===== src/hw/ocr_defines.svh =====
`ifndef OCR_DEFINES_SVH
`define OCR_DEFINES_SVH

// ----------------------------------------------------------------
// register offsets (byte addresses on the host port)
// ----------------------------------------------------------------
`define OCR_ADDR_W        8
`define OCR_OFS_CTRL      8'h60
`define OCR_OFS_FREQ      8'h61
`define OCR_OFS_GROUP     8'h62
`define OCR_OFS_FINE      8'h63
`define OCR_OFS_PAGE      8'h64
`define OCR_OFS_MODE_LO   8'h65
`define OCR_OFS_MODE_HI   8'h66

// ----------------------------------------------------------------
// reset values
// ----------------------------------------------------------------
`define OCR_RST_CTRL      8'hA3
`define OCR_RST_FREQ      8'h55
`define OCR_RST_GROUP     8'h00
`define OCR_RST_FINE      8'hFF
`define OCR_RST_PAGE      8'h00
`define OCR_RST_MODE_LO   8'h00
`define OCR_RST_MODE_HI   8'h00

// ----------------------------------------------------------------
// field positions
// ----------------------------------------------------------------
`define OCR_BIT_DIFF_EN   1
`define OCR_ADJ_HI        7
`define OCR_ADJ_LO        6
`define OCR_SEL_HI        6
`define OCR_SEL_LO        4
`define OCR_BIT_GROUP     0

// ----------------------------------------------------------------
// legal pages of the extended window
// ----------------------------------------------------------------
`define OCR_PG_GENERAL    8'h00
`define OCR_PG_FREERUN    8'h01
`define OCR_PG_SYNC1HZ    8'h08
`define OCR_PG_TOP        8'h0A
`define OCR_PG_IRQ        8'h0F

// ----------------------------------------------------------------
// timing
// ----------------------------------------------------------------
`define OCR_CLK_PS        10000
`define OCR_ADJ_STEP_PS   1600
`define OCR_FINE_STEP_FS  119200

`endif


===== src/hw/ocr_pkg.sv =====
// ----------------------------------------------------------------
// types shared by the output clock register bank
// ----------------------------------------------------------------
package ocr_pkg;

    // frequency mode of one reference input
    typedef enum logic [1:0] {
        OCR_MODE_AUTO     = 2'h0,
        OCR_MODE_CUSTOM_A = 2'h1,
        OCR_MODE_CUSTOM_B = 2'h2,
        OCR_MODE_RSVD     = 2'h3
    } ocr_ref_mode_e;

    // one host port request
    typedef struct packed {
        logic       wr;    // write strobe
        logic       rd;    // read strobe
        logic [7:0] addr;  // byte address
        logic [7:0] wdata; // write data
    } ocr_req_s;

    // differential pin triple
    typedef struct packed {
        logic p;  // true leg
        logic n;  // complement leg
        logic oe; // leg drivers on
    } ocr_diff_s;

endpackage


===== src/hw/ocr_clk_div.sv =====
`timescale 1ns/1ps
`default_nettype none

// ----------------------------------------------------------------
// divider: square wave whose half period is set by i_half
// ----------------------------------------------------------------
module ocr_clk_div #(
    parameter int W = 5 // counter width
) (
    input  wire logic         i_ref_clk, // system clock
    input  wire logic         i_rst_n,   // synchronous-released reset
    input  wire logic         i_en,      // run the divider
    input  wire logic [W-1:0] i_half,    // half period in cycles
    output logic              o_level    // divided level
);
    typedef struct packed {
        logic [W-1:0] cnt; // cycles into half period
        logic         lvl; // output level
    } ocr_div_s;

    ocr_div_s st;      // registered state
    ocr_div_s next_st; // next state

    // count and toggle at each half period end
    always_comb begin
        next_st = st;
        if (!i_en) begin
            next_st.cnt = '0;
            next_st.lvl = 1'b0;
        end else if (st.cnt >= i_half - W'(1)) begin
            next_st.cnt = '0;
            next_st.lvl = ~st.lvl;
        end else begin
            next_st.cnt = st.cnt + W'(1);
        end
    end

    // state register
    always_ff @(posedge i_ref_clk or negedge i_rst_n) begin
        if (!i_rst_n) begin
            st <= '0;
        end else begin
            st <= next_st;
        end
    end

    assign o_level = st.lvl;
endmodule

`default_nettype wire


===== src/hw/ocr_align_dly.sv =====
`timescale 1ns/1ps
`default_nettype none

// ----------------------------------------------------------------
// alignment line: a tap per adjust step, low code is earliest
// ----------------------------------------------------------------
module ocr_align_dly #(
    parameter int STEP = 1 // cycles per code step
) (
    input  wire logic       i_ref_clk, // system clock
    input  wire logic       i_rst_n,   // synchronous-released reset
    input  wire logic       i_in,      // undelayed level
    input  wire logic [1:0] i_code,    // adjust code
    output logic            o_out      // delayed level
);
    localparam int LEN = 4 * STEP; // line length

    typedef struct packed {
        logic [LEN-1:0] line; // shift line
        logic           out;  // chosen tap
    } ocr_dly_s;

    ocr_dly_s st;      // registered state
    ocr_dly_s next_st; // next state

    // shift and pick the tap
    always_comb begin
        next_st = st;
        next_st.line = {st.line[LEN-2:0], i_in};
        next_st.out = st.line[int'(i_code) * STEP];
    end

    // state register
    always_ff @(posedge i_ref_clk or negedge i_rst_n) begin
        if (!i_rst_n) begin
            st <= '0;
        end else begin
            st <= next_st;
        end
    end

    assign o_out = st.out;
endmodule

`default_nettype wire


===== src/hw/ocr_regs.sv =====
// Strobed register access was left to the implementer.
`timescale 1ns/1ps
`default_nettype none
`include "ocr_defines.svh"

// Notes on behaviour
// - enable bit drives diff, else high impedance
// - adjust field steps diff timing 1.6 ns; here each step is one 10 ns clock cycle
// - lower adjust code earlier, higher later
// - adjust reset value gives specified alignment
// - select field picks diff output frequency
// - signed fine phase feeds both paths
// - page selector maps five legal pages only
// - two-bit mode per reference, codes 0-3
// - group bit picks high or low speed
module ocr_regs #(
    parameter int DIV_W = 5 // divider counter width
) (
    input  wire logic                i_ref_clk,     // 100 MHz clock
    input  wire logic                i_rst_b,       // async reset, low
    input  wire ocr_pkg::ocr_req_s   i_req,         // host request
    output logic [7:0]               o_rdata,       // read data
    output ocr_pkg::ocr_diff_s       o_diff,        // diff pin triple
    output logic signed [7:0]        o_apll_fine,   // analog path phase
    output logic signed [7:0]        o_synth_fine,  // synthesizer phase
    output logic [7:0]               o_page,        // selected page
    output logic                     o_page_rsvd,   // page not legal
    output ocr_pkg::ocr_ref_mode_e [4:0] o_ref_mode, // per reference
    output logic [4:0]               o_mode_rsvd,   // mode code 3
    output logic                     o_low_group    // low speed group
);
    import ocr_pkg::*;

    // ----------------------------------------------------------------
    // timing constants
    // ----------------------------------------------------------------
    // cycles per adjust step, rounded down, at least one
    localparam int STEP_RAW = `OCR_ADJ_STEP_PS / `OCR_CLK_PS;
    localparam int STEP_CYC = (STEP_RAW < 1) ? 1 : STEP_RAW;

    // ----------------------------------------------------------------
    // reset release
    // ----------------------------------------------------------------
    logic [1:0] rst_q; // release shifter
    logic       rst_n; // released reset

    // release the reset through two flops
    always_ff @(posedge i_ref_clk or negedge i_rst_b) begin
        if (!i_rst_b) begin
            rst_q <= 2'h0;
        end else begin
            rst_q <= {rst_q[0], 1'b1};
        end
    end

    assign rst_n = rst_q[1];

    // ----------------------------------------------------------------
    // state
    // ----------------------------------------------------------------
    typedef struct packed {
        logic [7:0] ctrl;    // diff output control
        logic [7:0] freq;    // diff output frequency
        logic [7:0] grp;     // frequency group
        logic [7:0] fine;    // fine phase offset
        logic [7:0] page;    // extended page select
        logic [7:0] mode_lo; // modes of refs 0-3
        logic [7:0] mode_hi; // mode of ref 4
        logic [7:0] rdata;   // read data
        logic       p;       // true leg
        logic       n;       // complement leg
    } ocr_st_s;

    ocr_st_s st;      // registered state
    ocr_st_s next_st; // next state

    logic             div_lvl;  // divided level
    logic             dly_lvl;  // aligned level
    logic [DIV_W-1:0] half;     // half period

    // ----------------------------------------------------------------
    // helpers
    // ----------------------------------------------------------------
    // true for a mapped offset
    function automatic logic is_mapped(input logic [7:0] a);
        is_mapped = (a >= `OCR_OFS_CTRL) && (a <= `OCR_OFS_MODE_HI);
    endfunction

    // true for a legal extended page
    function automatic logic page_ok(input logic [7:0] pg);
        page_ok = (pg == `OCR_PG_GENERAL) || (pg == `OCR_PG_FREERUN)
               || (pg == `OCR_PG_SYNC1HZ) || (pg == `OCR_PG_TOP)
               || (pg == `OCR_PG_IRQ);
    endfunction

    // read value of one offset
    function automatic logic [7:0] rd_val(input ocr_st_s s, input logic [7:0] a);
        case (a)
            `OCR_OFS_CTRL:    rd_val = s.ctrl;
            `OCR_OFS_FREQ:    rd_val = s.freq;
            `OCR_OFS_GROUP:   rd_val = s.grp;
            `OCR_OFS_FINE:    rd_val = s.fine;
            `OCR_OFS_PAGE:    rd_val = s.page;
            `OCR_OFS_MODE_LO: rd_val = s.mode_lo;
            `OCR_OFS_MODE_HI: rd_val = s.mode_hi;
            default:          rd_val = 8'h00;
        endcase
    endfunction

    // ----------------------------------------------------------------
    // register writes and reads
    // ----------------------------------------------------------------
    // full bytes are stored, reserved bits included
    always_comb begin
        next_st = st;
        if (i_req.wr && is_mapped(i_req.addr)) begin
            case (i_req.addr)
                `OCR_OFS_CTRL:    next_st.ctrl = i_req.wdata;
                `OCR_OFS_FREQ:    next_st.freq = i_req.wdata;
                `OCR_OFS_GROUP:   next_st.grp = i_req.wdata;
                `OCR_OFS_FINE:    next_st.fine = i_req.wdata;
                `OCR_OFS_PAGE:    next_st.page = i_req.wdata;
                `OCR_OFS_MODE_LO: next_st.mode_lo = i_req.wdata;
                `OCR_OFS_MODE_HI: next_st.mode_hi = i_req.wdata;
                default:          next_st.page = st.page;
            endcase
        end
        // read data stand one cycle, zero otherwise
        next_st.rdata = i_req.rd ? rd_val(st, i_req.addr) : 8'h00;
        next_st.p = st.ctrl[`OCR_BIT_DIFF_EN] & dly_lvl;
        next_st.n = st.ctrl[`OCR_BIT_DIFF_EN] & ~dly_lvl;
    end

    // state register
    always_ff @(posedge i_ref_clk or negedge rst_n) begin
        if (!rst_n) begin
            st.ctrl    <= `OCR_RST_CTRL;
            st.freq    <= `OCR_RST_FREQ;
            st.grp     <= `OCR_RST_GROUP;
            st.fine    <= `OCR_RST_FINE;
            st.page    <= `OCR_RST_PAGE;
            st.mode_lo <= `OCR_RST_MODE_LO;
            st.mode_hi <= `OCR_RST_MODE_HI;
            st.rdata   <= 8'h00;
            st.p       <= 1'b0;
            st.n       <= 1'b0;
        end else begin
            st <= next_st;
        end
    end

    // ----------------------------------------------------------------
    // differential clock path
    // ----------------------------------------------------------------
    // select and group set the half period
    assign half = DIV_W'({st.grp[`OCR_BIT_GROUP], st.freq[`OCR_SEL_HI:`OCR_SEL_LO]})
                + DIV_W'(1);

    ocr_clk_div #(
        .W (DIV_W)
    ) u_div (
        .i_ref_clk (i_ref_clk),
        .i_rst_n   (rst_n),
        .i_en      (st.ctrl[`OCR_BIT_DIFF_EN]),
        .i_half    (half),
        .o_level   (div_lvl)
    );

    ocr_align_dly #(
        .STEP (STEP_CYC)
    ) u_dly (
        .i_ref_clk (i_ref_clk),
        .i_rst_n   (rst_n),
        .i_in      (div_lvl),
        .i_code    (st.ctrl[`OCR_ADJ_HI:`OCR_ADJ_LO]),
        .o_out     (dly_lvl)
    );

    // ----------------------------------------------------------------
    // outputs
    // ----------------------------------------------------------------
    assign o_rdata = st.rdata;
    assign o_diff.p = st.p;
    assign o_diff.n = st.n;
    assign o_diff.oe = st.ctrl[`OCR_BIT_DIFF_EN];
    assign o_apll_fine = signed'(st.fine);
    assign o_synth_fine = signed'(st.fine);
    assign o_page = st.page;
    assign o_page_rsvd = ~page_ok(st.page);
    assign o_low_group = st.grp[`OCR_BIT_GROUP];

    always_comb begin
        for (int i = 0; i < 4; i++) begin
            o_ref_mode[i] = ocr_ref_mode_e'(st.mode_lo[2*i +: 2]);
        end
        o_ref_mode[4] = ocr_ref_mode_e'(st.mode_hi[1:0]);
        for (int i = 0; i < 5; i++) begin
            o_mode_rsvd[i] = (o_ref_mode[i] == OCR_MODE_RSVD);
        end
    end
endmodule

`default_nettype wire


===== config.mk =====
export PLATFORM = sky130hd
export DESIGN_NAME = ocr_regs
export DESIGN_NICKNAME = d
export VERILOG_FILES = /design/src/hw/ocr_pkg.sv /design/src/hw/ocr_clk_div.sv /design/src/hw/ocr_align_dly.sv /design/src/hw/ocr_regs.sv
export VERILOG_INCLUDE_DIRS = /design/src /design/src/hw
export SDC_FILE = /design/constraint.sdc
export NUM_CORES = 1
export LEC_CHECK = 0
export ABC_AREA = 1
export CAP_MARGIN = 20
export CORE_MARGIN = 10
export CORE_UTILIZATION = 60
export DETAILED_ROUTE_END_ITERATION = 10
export DONT_BUFFER_PORTS = 1
export PLACE_DENSITY = 0.87
export SYNTH_ARGS = -nofsm -noshare
export SYNTH_HDL_FRONTEND = slang
export SYNTH_SLANG_ARGS = --single-unit
export TNS_END_PERCENT = 10

===== constraint.sdc =====
create_clock -name i_ref_clk -period 3.57 [get_ports i_ref_clk]
set_input_delay 0.357 -clock i_ref_clk [delete_from_list [all_inputs] [get_ports i_ref_clk]]
set_output_delay 0.357 -clock i_ref_clk [all_outputs]
set_load 0.005 [all_outputs]

==> metrics.csv, run 1 <==
stage,metric,value,unit
setup_path,Max Fanout on Critical Path,44,
logic_synthesis,Syn. warnings,0,
logic_synthesis,Mapped Avg Cell Area,8.317,sq um
timing,achievable frequency,502.2,MHz
hold_path,Hold Path Class,input port to register,
finish,Nets,506,
clocking,Root Buffer,clkbuf_8,
logic_synthesis,Synth area leader,dfrtp_1,
finish,layout cell share with drive strength beyond 1,12.35,%
floorplan,num ports,72,
setup_path,WS Path Type,input port to register,
routing,DRC viols,0,
timing,Max Transition Viols Final,0,
clocking,CTS resizes,0,
finish,Area Growth Syn to Fin,-2.569,%
logic_synthesis,Synth area leaders,"dfrtp_1 36%, nand2_1 12%, dfstp_2 9.6%",
logic_synthesis,Mapped Area,0.004383,sq mm
place,Final GP Congestion,0.8997,
timing,Slew @ Worst Pin,988.5,ps
floorplan,Initial Utilization,61.08,%
routing,final wirelength,10.40,mm
routing,drt initial violations,269,
grt,GRT Resource Usage Total,18.23,%
setup_path,CP Data Arrival Time,2220,ps
finish,most frequent cells in the layout,"140 x nand2_1, 62 x dfrtp_1, 58 x nand3_1, 46 x inv_1, 39 x nor2_1",
routing,DR WL/cell,17.78,um
outcome,status,completed,
floorplan,Die W,105.5,um
timing,post-route setup TNS,0,ps
floorplan,Row Count,31,
place,DP Wirelength,7.248,mm
run,Max-cap violations,0,
logic_synthesis,Yosys reg bits,79,
logic_synthesis,"Seq/Total Area, Yosys",45.56,%
clocking,CTS tree,done,
clocking,Clock Sinks,79,
clocking,Worst-path clk slew,90,ps
routing,drt first pass iters,6,
routing,Via-to-Cell Ratio,5.853,
setup_path,Worst Setup Start Kind,input port,
pwr,Pwr Density,412.1,mW/mm^2
grt,vias in the first global route,3067,
logic_synthesis,Mapped Nets,552,
logic_synthesis,Syn Inst Count,527,
logic_synthesis,Yosys cell types,34,
routing,via count,3424,
pwr,total design power,1.760,mW
clocking,later-pin clock latency in the skew report,350,ps
setup_path,Required @ worst endpoint,3800,ps
timing,RSZ-0062 raised after global routing,no,
grt,global-route wire length before repair,16.21,mm
timing,Final min period,1991,ps
clocking,number of post-CTS setup repair buffers,0,
timing,clock skew,9.532,ps
routing,"antenna viol nets, final",0,
grt,total grt overflow,0,
clocking,TritonCTS Buffers,9,
pwr,Peak VDD IR,0.2288,mV
pwr,P_leak,2.142,nW
grt,initial antenna violation count,0,
logic_synthesis,Yosys top cell area share,35.97,%
clocking,H-Tree Depth,3,
clocking,maximum clock insertion buffer count,2,
finish,"most common cell after layout, fill and taps aside",nand2_1,
grt,pin count of the biggest net entering global routing,78,
floorplan,Die ar.,0.01112,sq mm
timing,"Hold Violations, Final",0,
floorplan,Die Span Y,105.5,um
timing,# setup viols final,0,
timing,Final Cycle Share,55.77,%
finish,filler instances,609,
setup_path,critical path capture point type,register,
place,Port Buf Inserts,0,
timing,Slew headroom,33.85,%
finish,Antenna Cells,0,
floorplan,total core area,0.007176,sq mm
[report_power, final]
| part | switching, mW | internal, mW | leakage [nW] |
|---|---|---|---|
| combinational | 0.0552 | 0.0198 | 1.03 |
| clock | 0.332 | 0.392 | 0.102 |
| sequential | 0.0380 | 0.923 | 1.01 |
| total | 0.425 | 1.33 | 2.14 |
[cell families (layout without fill, tap and decap cells)]
logic type | count (synthesis) | after routing | synth area share (%)
xor+xnor | 3 | 3 | 0.5996
buf+inv | 109 | 68 | 15.02
simple gates | 297 | 297 | 32.92
compound gates | 33 | 33 | 4.397
fa+ha+maj | 5 | 5 | 1.427
other cells | 1 | 1 | 0.08556
flops | 79 | 79 | 45.56
[state kept, by name, summed over array words and instances (netlist names)]
name,cells
st,28
o_ref_mode,10
o_apll_fine,8
o_page,8
o_rdata,8
u_div.st,5
o_diff,3
u_dly.next_st,3
rst_q,2
o_low_group,1
u_div.o_level,1
u_dly.o_out,1
u_dly.st,1
[Yosys cell counts, drive strengths merged]
| library cell | n |
|---|---|
| xor2 | 2 |
| nand2 | 146 |
| o22ai | 1 |
| nor2 | 47 |
| nor4 | 1 |
| clkinv | 1 |
| conb | 1 |
| clkbuf | 3 |
| or2 | 1 |
| o21ai | 19 |
| xnor2 | 1 |
| o2111ai | 1 |
| ha | 5 |
| a21oi | 12 |
| dfrtp | 63 |
| nor3 | 3 |
| nand3 | 62 |
| inv | 49 |
| nand4 | 36 |
| and2 | 1 |
| dfstp | 16 |
| buf | 56 |
[worst paths after layout]
check	start	end	slack, ps	cells past startpoint
max	i_req[12]	st[60]	1580	8
min	i_req[6]	o_apll_fine[6]	100	2
max reg2reg	st[56]	u_div.o_level	1850	8
min reg2reg	rst_q[0]	rst_q[1]	350	0
max in group asynchronous	rst_q[1]	o_page[0]	2470	0
min in group asynchronous	i_rst_b	rst_q[1]	230	1
[critical path: stages]
cell	delay (ps)
inv_1	90
nand2_1	100
nor2_4	660
nand2_1	380
inv_2	250
nand3_4	150
nand2_1	160
nand2_1	60
[metal layers]
metal / global-route usage, % / vias to the layer above / share of wire [%]
met5: 0 / - / 0
met3: 3.898 / 42 / 8.5
met2: 29.38 / 190 / 48
met1: 22.65 / 1609 / 40
li1: - / 1583 / -
met4: 9.216 / 0 / 3.5
[cell type report]
| class | instances | area, sq um | area share, % |
|---|---|---|---|
| clock buffers | 10 | 127.6 | 2.989 |
| multi-input cells | 339 | 1728 | 40.46 |
| well taps | 99 | 123.9 | 2.901 |
| inverters | 50 | 187.7 | 4.395 |
| clock inverters | 6 | 85.08 | 1.992 |
| repair buffers | 2 | 17.52 | 0.4102 |
| flip-flops and latches | 79 | 2001 | 46.85 |
[through the flow]
| stage | utilization [%] | hold slack, ps | setup WS [ps] | std cells | cell area (sq um) |
|---|---|---|---|---|---|
| 2_1_floorplan | - | 61.41 | 1235 | 527 | 4383 |
| 3_3_place_gp | 56.41 | 61.52 | 1403 | 568 | 4048 |
| 3_5_place_dp | 56.41 | 61.52 | 1296 | 568 | 4048 |
| 4_1_cts | 59.51 | 106.6 | 1648 | 585 | 4270 |
| 5_1_grt | 59.51 | 113.9 | 1406 | 585 | 4270 |
| 6_report | 59.51 | 103.4 | 1579 | 585 | 4270 |
[timing repair]
item	in CTS	in global routing
hold buffers	1	0
setup endpoints to repair	0	0
hold endpoints to repair	2	0
(Power assumes the default switching activity.)
==> run 2, diff against run 1 <==
Clock period 3.57 ns to 2 ns, I/O delays scaled along.
==> run 2 against run 1 <==
Non-clock buffer count rose by 17. Via count rose by 3.8%. Sequential share of layout area fell by 2.5 points. Clock power rose by 110%. First-iteration DRC count rose by 74%. Register-to-register slack got worse by 1600 ps. Core utilization rose by 3.3 points. Die area did not move. Clock-buffer cell count fell by 1. Design area rose by 5.5%. Critical path type is now register to register.
==> metrics.csv, run 2 (same netlist as run 1, synthesis figures left out) <==
stage,metric,value,unit,change
clocking,H-Tree Depth,3,,unchanged
routing,"antenna viol nets, final",0,,unchanged
pwr,total design power,3.458,mW,+97%
pwr,share of power burned in registers,49.2,%,-5.4 points
grt,initial antenna violation count,0,,unchanged
timing,achievable frequency,573.8,MHz,
floorplan,Die Span Y,105.5,um,unchanged
clocking,CTS resizes,0,,unchanged
run,Max-cap violations,0,,unchanged
pwr,sw frac,22.84,%,-1.3 points
routing,DR WL/cell,18.67,um,+5.0%
timing,Slew headroom,64.54,%,+31 points
setup_path,Max Fanout on Critical Path,7,,-84%
clocking,later-pin clock latency in the skew report,350,ps,about the same
routing,via count,3554,,+3.8%
floorplan,num ports,72,,unchanged
finish,Biggest register,st,,
setup_path,CP most frequent cell,nand2_1,,
floorplan,Initial Utilization,61.08,%,unchanged
hold_path,Hold Path Class,input port to register,,
routing,Via-to-Cell Ratio,5.904,,+0.87%
clocking,TritonCTS Buffers,9,,unchanged
timing,post-route setup TNS,0,ps,unchanged
grt,pin count of the biggest net entering global routing,45,,-42%
timing,Max Transition Viols Final,0,,unchanged
grt,total grt overflow,0,,unchanged
setup_path,worst flop-to-flop path startpoint,st[56],,
timing,RSZ-0062 raised after global routing,no,,
clocking,CTS tree,done,,
timing,# setup viols final,0,,unchanged
floorplan,Row Count,31,,unchanged
routing,DRC viols,0,,unchanged
finish,Nets,523,,+3.4%
finish,"most common cell after layout, fill and taps aside",nand2_1,,
floorplan,Die ar.,0.01112,sq mm,unchanged
finish,Largest register FFs,28,,unchanged
setup_path,Worst Setup Start Kind,register,,
clocking,Root Buffer,clkbuf_8,,
grt,global-route wire length before repair,17.95,mm,+11%
timing,Slew @ Worst Pin,529.9,ps,-458.6 ps
setup_path,Slowest cell on crit path,dfstp_2,,
pwr,total internal power,2.668,mW,+100%
place,Port Buf Inserts,0,,unchanged
finish,filler instances,546,,-10%
timing,final worst slack,257.1,ps,-1322 ps
pwr,net switching power,0.7901,mW,+86%
timing,clock skew,10.16,ps,+0.6294 ps
setup_path,Reg2Reg Depth,8,,unchanged
setup_path,WS Path Type,register to register,,
pwr,P_leak,2.255,nW,+5.3%
floorplan,total core area,0.007176,sq mm,unchanged
timing,"Hold Violations, Final",0,,unchanged
pwr,clock power share,44.9,%,+3.8 points
setup_path,chain of cells forming the critical path,inv_1 -> ha_1 -> nand2_1 -> nand2_1 -> a21oi_1 -> nand4_1 -> nand2_1 -> o21ai_0,,
floorplan,Die W,105.5,um,unchanged
grt,vias in the first global route,3355,,+9.4%
timing,Final min period,1743,ps,
timing,Final Cycle Share,87.14,%,
finish,layout cell share with drive strength beyond 1,13.32,%,+0.97 points
setup_path,CP Data Arrival Time,1970,ps,-250 ps
finish,Area Growth Syn to Fin,2.826,%,
place,pre-CTS WS,306.2,ps,-989.6 ps
finish,Antenna Cells,0,,unchanged
setup_path,max incr delay on CP,560,ps,-100 ps
pwr,Comb pwr share,5.8,%,+1.5 points
hold_path,hold depth,2,,unchanged
clocking,maximum clock insertion buffer count,2,,unchanged
place,Final GP Congestion,0.8966,,-0.34%
setup_path,Worst setup startpoint,st[56],,
clocking,Worst-path clk slew,80,ps,about the same
routing,final wirelength,11.24,mm,+8.1%
grt,GRT Resource Usage Total,19.98,%,+1.8 points
outcome,status,completed,,
place,DP Wirelength,7.309,mm,+0.85%
pwr,Pwr Density,767.4,mW/mm^2,+86%
clocking,Clock Sinks,79,,unchanged
setup_path,Required @ worst endpoint,2230,ps,-1570 ps
routing,drt initial violations,468,,+74%
routing,drt first pass iters,6,,unchanged
pwr,Peak VDD IR,0.3427,mV,+50%
finish,most frequent cells in the layout,"140 x nand2_1, 62 x dfrtp_1, 58 x nand3_1, 46 x inv_1, 39 x nor2_1",,
hold_path,Hold Startpoint,i_req[3],,
setup_path,critical path capture point type,register,,
-- run 2: cell types whose count changed in the layout (fill, tap and decap cells not counted) --
cell	change
clkinv_4	+2
buf_4	+4
bufinv_16	+2
clkinvlp_4	-1
dlygate4sd3_1	+11
buf_12	+2
clkbuf_1	-1
clkinv_2	-2
-- run 2: per-layer routing --
metal / vias to the layer above / track usage (%) / part of all wire (%)
li1: 1618 / - / -
met5: - / 0 / 0
met2: 218 / 32.18 / 47
met1: 1680 / 24.70 / 39
met4: 0 / 8.333 / 3.5
met3: 38 / 5.603 / 11
-- run 2: final timing paths --
check | end | slack (ps)
min reg2reg | u_dly.next_st[2] | 290
max | u_div.o_level | 260
min | st[13] | 3
max in group asynchronous | o_apll_fine[6] | 1050
max reg2reg | u_div.o_level | 260
min in group asynchronous | rst_q[1] | 80
-- run 2: through the flow --
| stage | util (%) | hold slack (ps) | cell area (sq um) | instances |
|---|---|---|---|---|
| 6_report | 62.81 | 3.289 | 4507 | 602 |
| 5_1_grt | 62.81 | 0.4839 | 4507 | 602 |
| 4_1_cts | 62.39 | 0.3530 | 4477 | 599 |
| 3_5_place_dp | 57.38 | -95.48 | 4118 | 574 |
| 3_3_place_gp | 57.38 | -95.48 | 4118 | 574 |
| 2_1_floorplan | - | -95.59 | 4384 | 527 |
-- run 2: power groups by stage --
stage,Sequential (mW),Combinational [mW],Clock (mW)
final,1.70,0.201,1.55
after global routing,1.71,0.220,1.63
after CTS,1.70,0.192,1.55
after detailed placement,1.73,0.162,0
after global placement,1.73,0.155,0
after floorplan,1.72,0.172,0
-- run 2: critical path: cells and delay by family (launching register included) --
family                     cells  cell delay [ps]
AOI/OAI and AO/OA              2              190
adders and majority gates      1              330
buffers and inverters          1               50
DFF                            1              560
and+or+nand+nor                4              510
-- run 2: timing repair --
| item | in CTS | in global routing |
|---|---|---|
| hold buffers | 9 | 3 |
| endpoints found under the hold margin | 29 | 3 |
| setup buffers | 0 | 0 |
-- run 2: layout make-up --
class	count	area [sq um]	area share (%)
multi-input cells	339	1728	38.34
clock buffers	9	123.9	2.748
flip-flops and latches	79	2001	44.39
repair buffers	19	197.7	4.386
clock inverters	7	145.1	3.220
inverters	50	187.7	4.164
well taps	99	123.9	2.748
